**src/shared/pcrc_pkg.sv**
```systemverilog
// Package for the programmable serial CRC generator: offsets, fields, reset values.
// Assumes a 32-bit AXI4-Lite register bus and one 50 MHz clock.
package pcrc_pkg;
  localparam logic [7:0] ADDR_CONTROL = 8'h00;
  localparam logic [7:0] ADDR_POLY = 8'h04;
  localparam logic [7:0] ADDR_DATA = 8'h08;
  localparam logic [7:0] ADDR_IRQ_STATUS = 8'h0c;
  localparam logic [7:0] ADDR_IRQ_MASK = 8'h10;
  localparam int CTL_LEN_LSB = 0;
  localparam int CTL_GO = 4;
  localparam int CTL_EMPTY = 6;
  localparam int CTL_FULL = 7;
  localparam int CTL_COUNT_LSB = 8;
  localparam int CTL_STOP_IDLE = 13;
  localparam logic [3:0] LEN_DEEP_MAX = 4'h7;
  localparam logic [4:0] DEPTH_SHALLOW = 5'h08;
  localparam logic [4:0] DEPTH_DEEP = 5'h10;
  localparam logic [15:0] POLY_RESET = 16'h0000;
  localparam logic [15:0] POLY_IMPL_MASK = 16'hfffe;
  localparam logic [1:0] RESP_OKAY = 2'h0;
  localparam logic [1:0] RESP_SLVERR = 2'h2;
  typedef enum logic [0:0] {
    PCRC_IDLE_ST = 1'b0,
    PCRC_SHIFT_ST = 1'b1
  } pcrc_state_e;
endpackage : pcrc_pkg

```
**src/shared/pcrc_shift_if.sv**
```systemverilog
// Interface between the register/FIFO front end and the serial CRC core.
// Assumes both ends on clk_sys.
`timescale 1ns/1ps
`default_nettype none
interface pcrc_shift_if;
  logic bit_valid;
  logic data_bit;
  logic [3:0] len;
  logic [15:0] poly;
  logic [15:0] crc;
  modport front (output bit_valid, output data_bit, output len, output poly, input crc);
  modport core (input bit_valid, input data_bit, input len, input poly, output crc);
endinterface : pcrc_shift_if
`default_nettype wire

```
**src/verilog/pcrc_core.sv**
```systemverilog
// Serial CRC shift register, one data bit per enabled clock.
// Assumes the front end presents MSb first and keeps poly stable while shifting.
`timescale 1ns/1ps
`default_nettype none
module pcrc_core (
  input wire logic clk_sys,
  input wire logic sys_rst,
  pcrc_shift_if.core sif
);
  logic [15:0] crc_q;
  logic [15:0] crc_d;
  logic fb;
  logic [15:0] taps;
  // Feedback taken from the top bit of the programmed length
  assign fb = crc_q[sif.len] ^ sif.data_bit;
  // x^0 always, x^n per enable bit
  assign taps = (sif.poly & pcrc_pkg::POLY_IMPL_MASK) | 16'h0001;
  // x^16 for a 16-bit polynomial is the shifted-out bit itself
  assign crc_d = (crc_q << 1) ^ (fb ? taps : 16'h0000);
  always_ff @(posedge clk_sys or posedge sys_rst) begin
    if (sys_rst) begin
      crc_q <= 16'h0000;
    end else if (sif.bit_valid) begin
      crc_q <= crc_d;
    end
  end
  assign sif.crc = crc_q;
endmodule : pcrc_core
`default_nettype wire

```
**src/verilog/pcrc_top.sv**
```systemverilog
// Programmable CRC generator top: AXI4-Lite slave, word FIFO, shifter, interrupt.
// Assumes one clock, synchronous sleep/idle inputs from the power manager.
`timescale 1ns/1ps
`default_nettype none
module pcrc_top #(
  parameter int DEPTH_MAX = 16
) (
  input wire logic clk_sys,
  input wire logic sys_rst,
  input wire logic sleep_req,
  input wire logic idle_req,
  input wire logic [7:0] s_axi_awaddr,
  input wire logic s_axi_awvalid,
  output logic s_axi_awready,
  input wire logic [31:0] s_axi_wdata,
  input wire logic [3:0] s_axi_wstrb,
  input wire logic s_axi_wvalid,
  output logic s_axi_wready,
  output logic [1:0] s_axi_bresp,
  output logic s_axi_bvalid,
  input wire logic s_axi_bready,
  input wire logic [7:0] s_axi_araddr,
  input wire logic s_axi_arvalid,
  output logic s_axi_arready,
  output logic [31:0] s_axi_rdata,
  output logic [1:0] s_axi_rresp,
  output logic s_axi_rvalid,
  input wire logic s_axi_rready,
  output logic irq
);
  pcrc_shift_if sif ();
  pcrc_core u_core (
    .clk_sys(clk_sys),
    .sys_rst(sys_rst),
    .sif(sif)
  );

  // Control state
  logic [3:0] len_q;
  logic go_q;
  logic stop_idle_q;
  logic [15:0] poly_q;
  logic irq_stat_q;
  logic irq_mask_q;
  logic irq_q;
  logic [4:0] count_q;
  logic [3:0] rd_ptr_q;
  logic [3:0] wr_ptr_q;
  logic [3:0] bit_q;
  logic [15:0] fifo_mem [DEPTH_MAX];
  logic [15:0] part_q;
  pcrc_pkg::pcrc_state_e state_q;

  // AXI write channel capture and read response registers
  logic aw_have_q;
  logic w_have_q;
  logic [7:0] aw_addr_q;
  logic [31:0] w_data_q;
  logic [3:0] w_strb_q;
  logic bvalid_q;
  logic [1:0] bresp_q;
  logic rvalid_q;
  logic [31:0] rdata_q;
  logic [1:0] rresp_q;

  function automatic logic addr_known(input logic [7:0] a);
    addr_known = (a == pcrc_pkg::ADDR_CONTROL) || (a == pcrc_pkg::ADDR_POLY) ||
      (a == pcrc_pkg::ADDR_DATA) || (a == pcrc_pkg::ADDR_IRQ_STATUS) ||
      (a == pcrc_pkg::ADDR_IRQ_MASK);
  endfunction : addr_known

  wire frozen = sleep_req | (idle_req & stop_idle_q);
  wire [4:0] depth = (len_q > pcrc_pkg::LEN_DEEP_MAX) ? pcrc_pkg::DEPTH_SHALLOW
    : pcrc_pkg::DEPTH_DEEP;
  wire full = (count_q == depth);
  wire empty = (count_q == 5'h00);

  // Write fires once address and data are both held and no response pends
  wire wr_fire = aw_have_q & w_have_q & ~bvalid_q;
  wire wr_ctl = wr_fire & (aw_addr_q == pcrc_pkg::ADDR_CONTROL);
  wire wr_poly = wr_fire & (aw_addr_q == pcrc_pkg::ADDR_POLY);
  wire wr_data = wr_fire & (aw_addr_q == pcrc_pkg::ADDR_DATA);
  wire wr_stat = wr_fire & (aw_addr_q == pcrc_pkg::ADDR_IRQ_STATUS);
  wire wr_mask = wr_fire & (aw_addr_q == pcrc_pkg::ADDR_IRQ_MASK);

  // Byte that holds the element MSb: lane 1 for lengths above 8 bits
  wire top_lane_hi = (len_q > pcrc_pkg::LEN_DEEP_MAX);
  wire top_byte_wr = wr_data & (top_lane_hi ? w_strb_q[1] : w_strb_q[0]);
  wire [15:0] len_mask = 16'hffff >> (4'hf - len_q);
  wire [15:0] part_merged = {w_strb_q[1] ? w_data_q[15:8] : part_q[15:8],
    w_strb_q[0] ? w_data_q[7:0] : part_q[7:0]};
  wire [15:0] word_in = part_merged & len_mask;

  wire shifting = (state_q == pcrc_pkg::PCRC_SHIFT_ST) & ~frozen;
  wire last_bit = shifting & (bit_q == 4'h0);
  wire push = top_byte_wr & ~full;
  wire wrap = top_byte_wr & full;
  wire [15:0] head = fifo_mem[rd_ptr_q];

  // Count: wrap on full, else up for a push, down at a word's last bit
  logic [4:0] count_d;
  always_comb begin
    count_d = count_q;
    if (wrap) begin
      count_d = 5'h00;
    end else if (push & ~last_bit) begin
      count_d = count_q + 5'h01;
    end else if (last_bit & ~push) begin
      count_d = count_q - 5'h01;
    end
  end
  wire drain_evt = last_bit & ~push & (count_q == 5'h01);

  // Interrupt status; the setting event wins over a write-one clear
  wire stat_d = drain_evt | (irq_stat_q & ~(wr_stat & w_strb_q[0] & w_data_q[0]));

  assign sif.bit_valid = shifting;
  assign sif.data_bit = head[bit_q];
  assign sif.len = len_q;
  assign sif.poly = poly_q;

  wire [15:0] ctl_view = {2'b00, stop_idle_q, count_q, full, empty, 1'b0, go_q, len_q};
  wire [15:0] crc_view = sif.crc & len_mask;

  logic [31:0] rd_mux;
  always_comb begin
    case (s_axi_araddr)
      pcrc_pkg::ADDR_CONTROL: rd_mux = {16'h0000, ctl_view};
      pcrc_pkg::ADDR_POLY: rd_mux = {16'h0000, poly_q & pcrc_pkg::POLY_IMPL_MASK};
      pcrc_pkg::ADDR_DATA: rd_mux = {16'h0000, crc_view};
      pcrc_pkg::ADDR_IRQ_STATUS: rd_mux = {31'h00000000, irq_stat_q};
      pcrc_pkg::ADDR_IRQ_MASK: rd_mux = {31'h00000000, irq_mask_q};
      default: rd_mux = 32'h00000000;
    endcase
  end

  // AXI write side
  always_ff @(posedge clk_sys or posedge sys_rst) begin
    if (sys_rst) begin
      aw_have_q <= 1'b0;
      w_have_q <= 1'b0;
      aw_addr_q <= 8'h00;
      w_data_q <= 32'h00000000;
      w_strb_q <= 4'h0;
      bvalid_q <= 1'b0;
      bresp_q <= pcrc_pkg::RESP_OKAY;
    end else begin
      if (s_axi_awvalid & ~aw_have_q) begin
        aw_have_q <= 1'b1;
        aw_addr_q <= s_axi_awaddr;
      end
      if (s_axi_wvalid & ~w_have_q) begin
        w_have_q <= 1'b1;
        w_data_q <= s_axi_wdata;
        w_strb_q <= s_axi_wstrb;
      end
      if (wr_fire) begin
        aw_have_q <= 1'b0;
        w_have_q <= 1'b0;
        bvalid_q <= 1'b1;
        bresp_q <= addr_known(aw_addr_q) ? pcrc_pkg::RESP_OKAY : pcrc_pkg::RESP_SLVERR;
      end else if (bvalid_q & s_axi_bready) begin
        bvalid_q <= 1'b0;
      end
    end
  end

  // AXI read side, one cycle after the address is taken
  always_ff @(posedge clk_sys or posedge sys_rst) begin
    if (sys_rst) begin
      rvalid_q <= 1'b0;
      rdata_q <= 32'h00000000;
      rresp_q <= pcrc_pkg::RESP_OKAY;
    end else if (s_axi_arvalid & ~rvalid_q) begin
      rvalid_q <= 1'b1;
      rdata_q <= rd_mux;
      rresp_q <= addr_known(s_axi_araddr) ? pcrc_pkg::RESP_OKAY : pcrc_pkg::RESP_SLVERR;
    end else if (rvalid_q & s_axi_rready) begin
      rvalid_q <= 1'b0;
    end
  end

  // Control, polynomial and interrupt mask registers
  always_ff @(posedge clk_sys or posedge sys_rst) begin
    if (sys_rst) begin
      len_q <= 4'h0;
      go_q <= 1'b0;
      stop_idle_q <= 1'b0;
      poly_q <= pcrc_pkg::POLY_RESET;
      irq_mask_q <= 1'b0;
    end else begin
      if (wr_ctl & w_strb_q[0]) begin
        len_q <= w_data_q[pcrc_pkg::CTL_LEN_LSB +: 4];
        go_q <= w_data_q[pcrc_pkg::CTL_GO];
      end
      if (wr_ctl & w_strb_q[1]) begin
        stop_idle_q <= w_data_q[pcrc_pkg::CTL_STOP_IDLE];
      end
      if (wr_poly) begin
        poly_q <= {w_strb_q[1] ? w_data_q[15:8] : poly_q[15:8],
          w_strb_q[0] ? w_data_q[7:0] : poly_q[7:0]} & pcrc_pkg::POLY_IMPL_MASK;
      end
      if (wr_mask & w_strb_q[0]) begin
        irq_mask_q <= w_data_q[0];
      end
    end
  end

  // Interrupt keeps propagating even while frozen
  always_ff @(posedge clk_sys or posedge sys_rst) begin
    if (sys_rst) begin
      irq_stat_q <= 1'b0;
      irq_q <= 1'b0;
    end else begin
      irq_stat_q <= stat_d;
      irq_q <= stat_d & irq_mask_q;
    end
  end

  // FIFO storage and partial element assembly
  always_ff @(posedge clk_sys) begin
    if (push) begin
      fifo_mem[wr_ptr_q] <= word_in;
    end
  end

  always_ff @(posedge clk_sys or posedge sys_rst) begin
    if (sys_rst) begin
      part_q <= 16'h0000;
      wr_ptr_q <= 4'h0;
      rd_ptr_q <= 4'h0;
      count_q <= 5'h00;
    end else begin
      if (wr_data) begin
        part_q <= top_byte_wr ? 16'h0000 : part_merged;
      end
      if (wrap) begin
        wr_ptr_q <= 4'h0;
        rd_ptr_q <= 4'h0;
      end else begin
        if (push) begin
          wr_ptr_q <= wr_ptr_q + 4'h1;
        end
        if (last_bit) begin
          rd_ptr_q <= rd_ptr_q + 4'h1;
        end
      end
      count_q <= count_d;
    end
  end

  // Serial shifter, MSb of each element first
  always_ff @(posedge clk_sys or posedge sys_rst) begin
    if (sys_rst) begin
      state_q <= pcrc_pkg::PCRC_IDLE_ST;
      bit_q <= 4'h0;
    end else if (!frozen) begin
      case (state_q)
        pcrc_pkg::PCRC_IDLE_ST: begin
          if (go_q & ~empty & ~wrap) begin
            state_q <= pcrc_pkg::PCRC_SHIFT_ST;
            bit_q <= len_q;
          end
        end
        pcrc_pkg::PCRC_SHIFT_ST: begin
          if (wrap) begin
            state_q <= pcrc_pkg::PCRC_IDLE_ST;
          end else if (bit_q != 4'h0) begin
            bit_q <= bit_q - 4'h1;
          end else if (go_q & (count_d != 5'h00)) begin
            bit_q <= len_q;
          end else begin
            state_q <= pcrc_pkg::PCRC_IDLE_ST;
          end
        end
        default: state_q <= pcrc_pkg::PCRC_IDLE_ST;
      endcase
    end
  end

  assign s_axi_awready = ~aw_have_q;
  assign s_axi_wready = ~w_have_q;
  assign s_axi_bvalid = bvalid_q;
  assign s_axi_bresp = bresp_q;
  assign s_axi_arready = ~rvalid_q;
  assign s_axi_rvalid = rvalid_q;
  assign s_axi_rdata = rdata_q;
  assign s_axi_rresp = rresp_q;
  assign irq = irq_q;
endmodule : pcrc_top
`default_nettype wire
```
**config.mk**
```make
export PLATFORM = sky130hd
export DESIGN_NAME = pcrc_top
export DESIGN_NICKNAME = d
export VERILOG_FILES = /design/src/shared/pcrc_pkg.sv /design/src/shared/pcrc_shift_if.sv /design/src/verilog/pcrc_core.sv /design/src/verilog/pcrc_top.sv
export SDC_FILE = /design/constraint.sdc
export NUM_CORES = 1
export LEC_CHECK = 0
export CORE_MARGIN = 3
export CORE_UTILIZATION = 45
export DETAILED_ROUTE_END_ITERATION = 6
export DONT_BUFFER_PORTS = 1
export PLACE_DENSITY = 0.71
export SLEW_MARGIN = 20
export SYNTH_ARGS = -nofsm -noshare
export SYNTH_HDL_FRONTEND = slang
export SYNTH_HIERARCHICAL = 1
export SYNTH_SLANG_ARGS = --single-unit
```
**constraint.sdc**
```tcl
create_clock -name clk_sys -period 5.2 [get_ports clk_sys]
set_input_delay 0.78 -clock clk_sys [delete_from_list [all_inputs] [get_ports clk_sys]]
set_output_delay 0.78 -clock clk_sys [all_outputs]
set_load 0.1 [all_outputs]
```
==> impl_metrics.tcl <==
set metrics [dict create \
    setup_viol 0 \
    first_pass_iters 6 \
    pre_cts_ws_ns 0.797 \
    via_count 9793 \
    dieWidth_um 198 \
    synth-simple-area-share_pct 8.11 \
    endpoint_kind "register" \
    synth_compound_area_share_pct 8.40 \
    fin_tns_setup_ns 0 \
    layout_setup_ws_ns 0.788 \
    clock_sinks 378 \
    fin_total_pwr_mw 8.92 \
    netlist.area_leader.share_pct 46.1 \
    status "completed" \
    slew_viol_final 0 \
    r2r_slack_ns 0.79 \
    cts-root-buf "clkbuf_16" \
    r2r_start "rd_ptr_q[0]" \
    grt_usage_pct 19.0 \
    cts_resized 0 \
    grt_pass1_wl_mm 57.8 \
    switching_share_pct 32.8 \
    clock_path_buffers 3 \
    max_clock_freq_mhz 227 \
    io_buffers 0 \
    h-tree-depth 2 \
    netlist_area_sq_um 16700 \
    cts_post_setup_buffers_inserted 0 \
    hold_violations 0 \
    combPwrFrac_pct 22.8 \
    crit_fanout 34 \
    worst_pin_slew_ns 1.11 \
    overflow 0 \
    cts_made_buffers 38 \
    synth_commonest_cells "edfxtp_1, dfrtp_1, mux2i_1, mux4_2, nor2_1" \
    p_leak_nw 6.97 \
    diodes 0 \
    drc 0 \
    cts_tree "built" \
    wl_mm 37.2 \
    rsz0062_at_grt "false" \
    worstSetupPathType "register to register" \
    hpwl_mm 23.7 \
    gp_congestion 0.831 \
    clock_latency_ns 0.54 \
    synth_cell_types 79 \
    yosys_warnings 6 \
    avgSynthCellArea_sq_um 14.8 \
    synthTopCellsByArea "edfxtp_1, dfrtp_1, mux4_2, mux2_2, mux2i_1" \
    async_flop_share_pct 32.3 \
    hold_path.class "primary input to asynchronous set/reset pin" \
    synth_edf_count 256 \
    wl_per_cell_um 23.2 \
    synthXorXnorAreaFrac_pct 0.210 \
    finalCritPeriodShare_pct 84.8 \
    fin_util_pct 50.8 \
    syn2layout_area_growth_pct 9.64 \
    period_minus_slack_ns 4.41 \
    synth_ff_type "edfxtp_1" \
    pwr-share-seq_pct 46.3 \
    grt_max_degree 66 \
    drt_iter0_markers 1015 \
    clk_pin_slew_ns 0.06 \
    max_cap_viol_count 0 \
    ys_seq_area_share_pct 64.4 \
    required_ns 5.64 \
    synthMuxAreaShare_pct 14.4 \
    dieArea_sq_um 39400 \
    routed_via_density 6.10 \
    relSlewSlack_pct 25.5 \
    cts_hold_buffers 0 \
    syn-instance-count 1126 \
    synth_top_family_by_area "multiplexers" \
    antenna_found_initial 1 \
    yosysMostFrequentCell "edfxtp_1" \
    peakVddDrop_mv 0.393 \
    synth_area_leader_cell "edfxtp_1" \
    startpoint "rd_ptr_q[0]" \
    skew_ns 0.0199 \
    start_util_pct 46.3 \
    synth_fa_ha_area_share_pct 0.750 \
    ys_seq_elements 378 \
    p_switching_mw 2.92 \
    intPower_mw 6.00 \
    clockPowerShare_pct 30.9 \
    pin_count 103 \
    rows 69 \
    nets 1187 \
    p_per_area_nw_per_um2 488 \
    crit_arrival_ns 4.85 \
    first_global_vias 9738 \
    fp.coreArea_sq_um 36000 \
    die_h_um 198 \
    start_kind "register" \
    ant_nets 0 \
    drive_above_1_share_pct 18.0 \
]
## worst paths after layout
kind,end,cells after the start
max in group asynchronous,go_q,2
worst min register to register,aw_addr_q[6],1
worst max register to register,u_core/sif.crc[5],12
worst max-delay path,u_core/sif.crc[5],12
worst min-delay path,u_core/sif.crc[5],1
min in group clk_sys,s_axi_bvalid,1
## metrics by stage
stage | cells | instance area (sq um) | hold WS [ns]
6_report | 1606 | 18300 | 0.243
3_5_place_dp | 1537 | 17000 | 0.491
5_1_grt | 1606 | 18300 | 0.275
2_1_floorplan | 1143 | 16700 | 0.469
3_3_place_gp | 1537 | 17000 | 0.485
4_1_cts | 1606 | 18300 | 0.247
## area by class of cell
class | instances | area [sq um]
Fill cell | 2907 | 17700
Sequential cell | 378 | 10700
Multi-Input combinational cell | 644 | 5410
Clock buffer | 47 | 1030
Tap cell | 461 | 577
Clock inverter | 22 | 233
Timing Repair Buffer | 16 | 145
Inverter | 38 | 145
## registers in the layout, indices dropped and copies added, names as in the netlist, 5 cells and up
| name | count |
|---|---|
| w_data_q | 16 |
| poly_q | 15 |
| s_axi_rdata | 16 |
| aw_addr_q | 8 |
| u_core/sif.crc | 16 |
| fifo_mem | 256 |
| count_q | 5 |
| part_q | 16 |
## metal layers
metal  track usage, %  share of wire [%]  vias to the layer above
met5                0              0.035                        -
met1             26.9                 42                     5026
met4             4.87                2.1                        2
met2             30.6                 49                      375
li1                 -                  -                     4329
met3             3.71                6.9                       61
## power groups by stage
stage               clock, mW  sequential, mW  combinational (mW)
floorplan                   0            3.81                1.87
global placement            0            4.17                1.95
detailed placement          0            4.18                2.00
CTS                      2.79            4.13                2.01
global route             2.92            4.19                2.20
finish                   2.76            4.13                2.03
## cells in the final DEF (no fill, tap or decap), types with 36 or more instances in the layout
master	netlist	layout
mux4_2	54	54
clkbuf_16	0	39
edfxtp_1	256	256
mux2_2	51	51
dfrtp_1	122	120
nand2_1	49	49
nor2_1	54	49
inv_1	37	36
o21ai_0	42	41
mux2i_1	54	54
## worst max-delay path: stages (launching register included)
cell and delay (ns):
dfrtp_4 0.86, buf_12 0.32, mux4_2 0.53, a22oi_1 0.28, a21oi_1 0.12, o21ai_0 0.27, and4b_1 0.22, a2111oi_0 0.06
o21a_1 0.21, nor2b_1 0.19, mux2_2 0.49, or4_1 0.53, a31oi_1 0.20
## kinds of logic (layout without fill, tap and decap cells)
kind of cell | Yosys count | count (layout)
DFF | 378 | 378
and+or+nand+nor | 242 | 242
AOI/OAI and AO/OA | 206 | 206
muxes | 164 | 164
buffers and inverters | 121 | 123
adders and majority gates | 10 | 10
xor gates and xnor gates | 4 | 4
other | 1 | 18
Power figures use the tool's default switching activity.
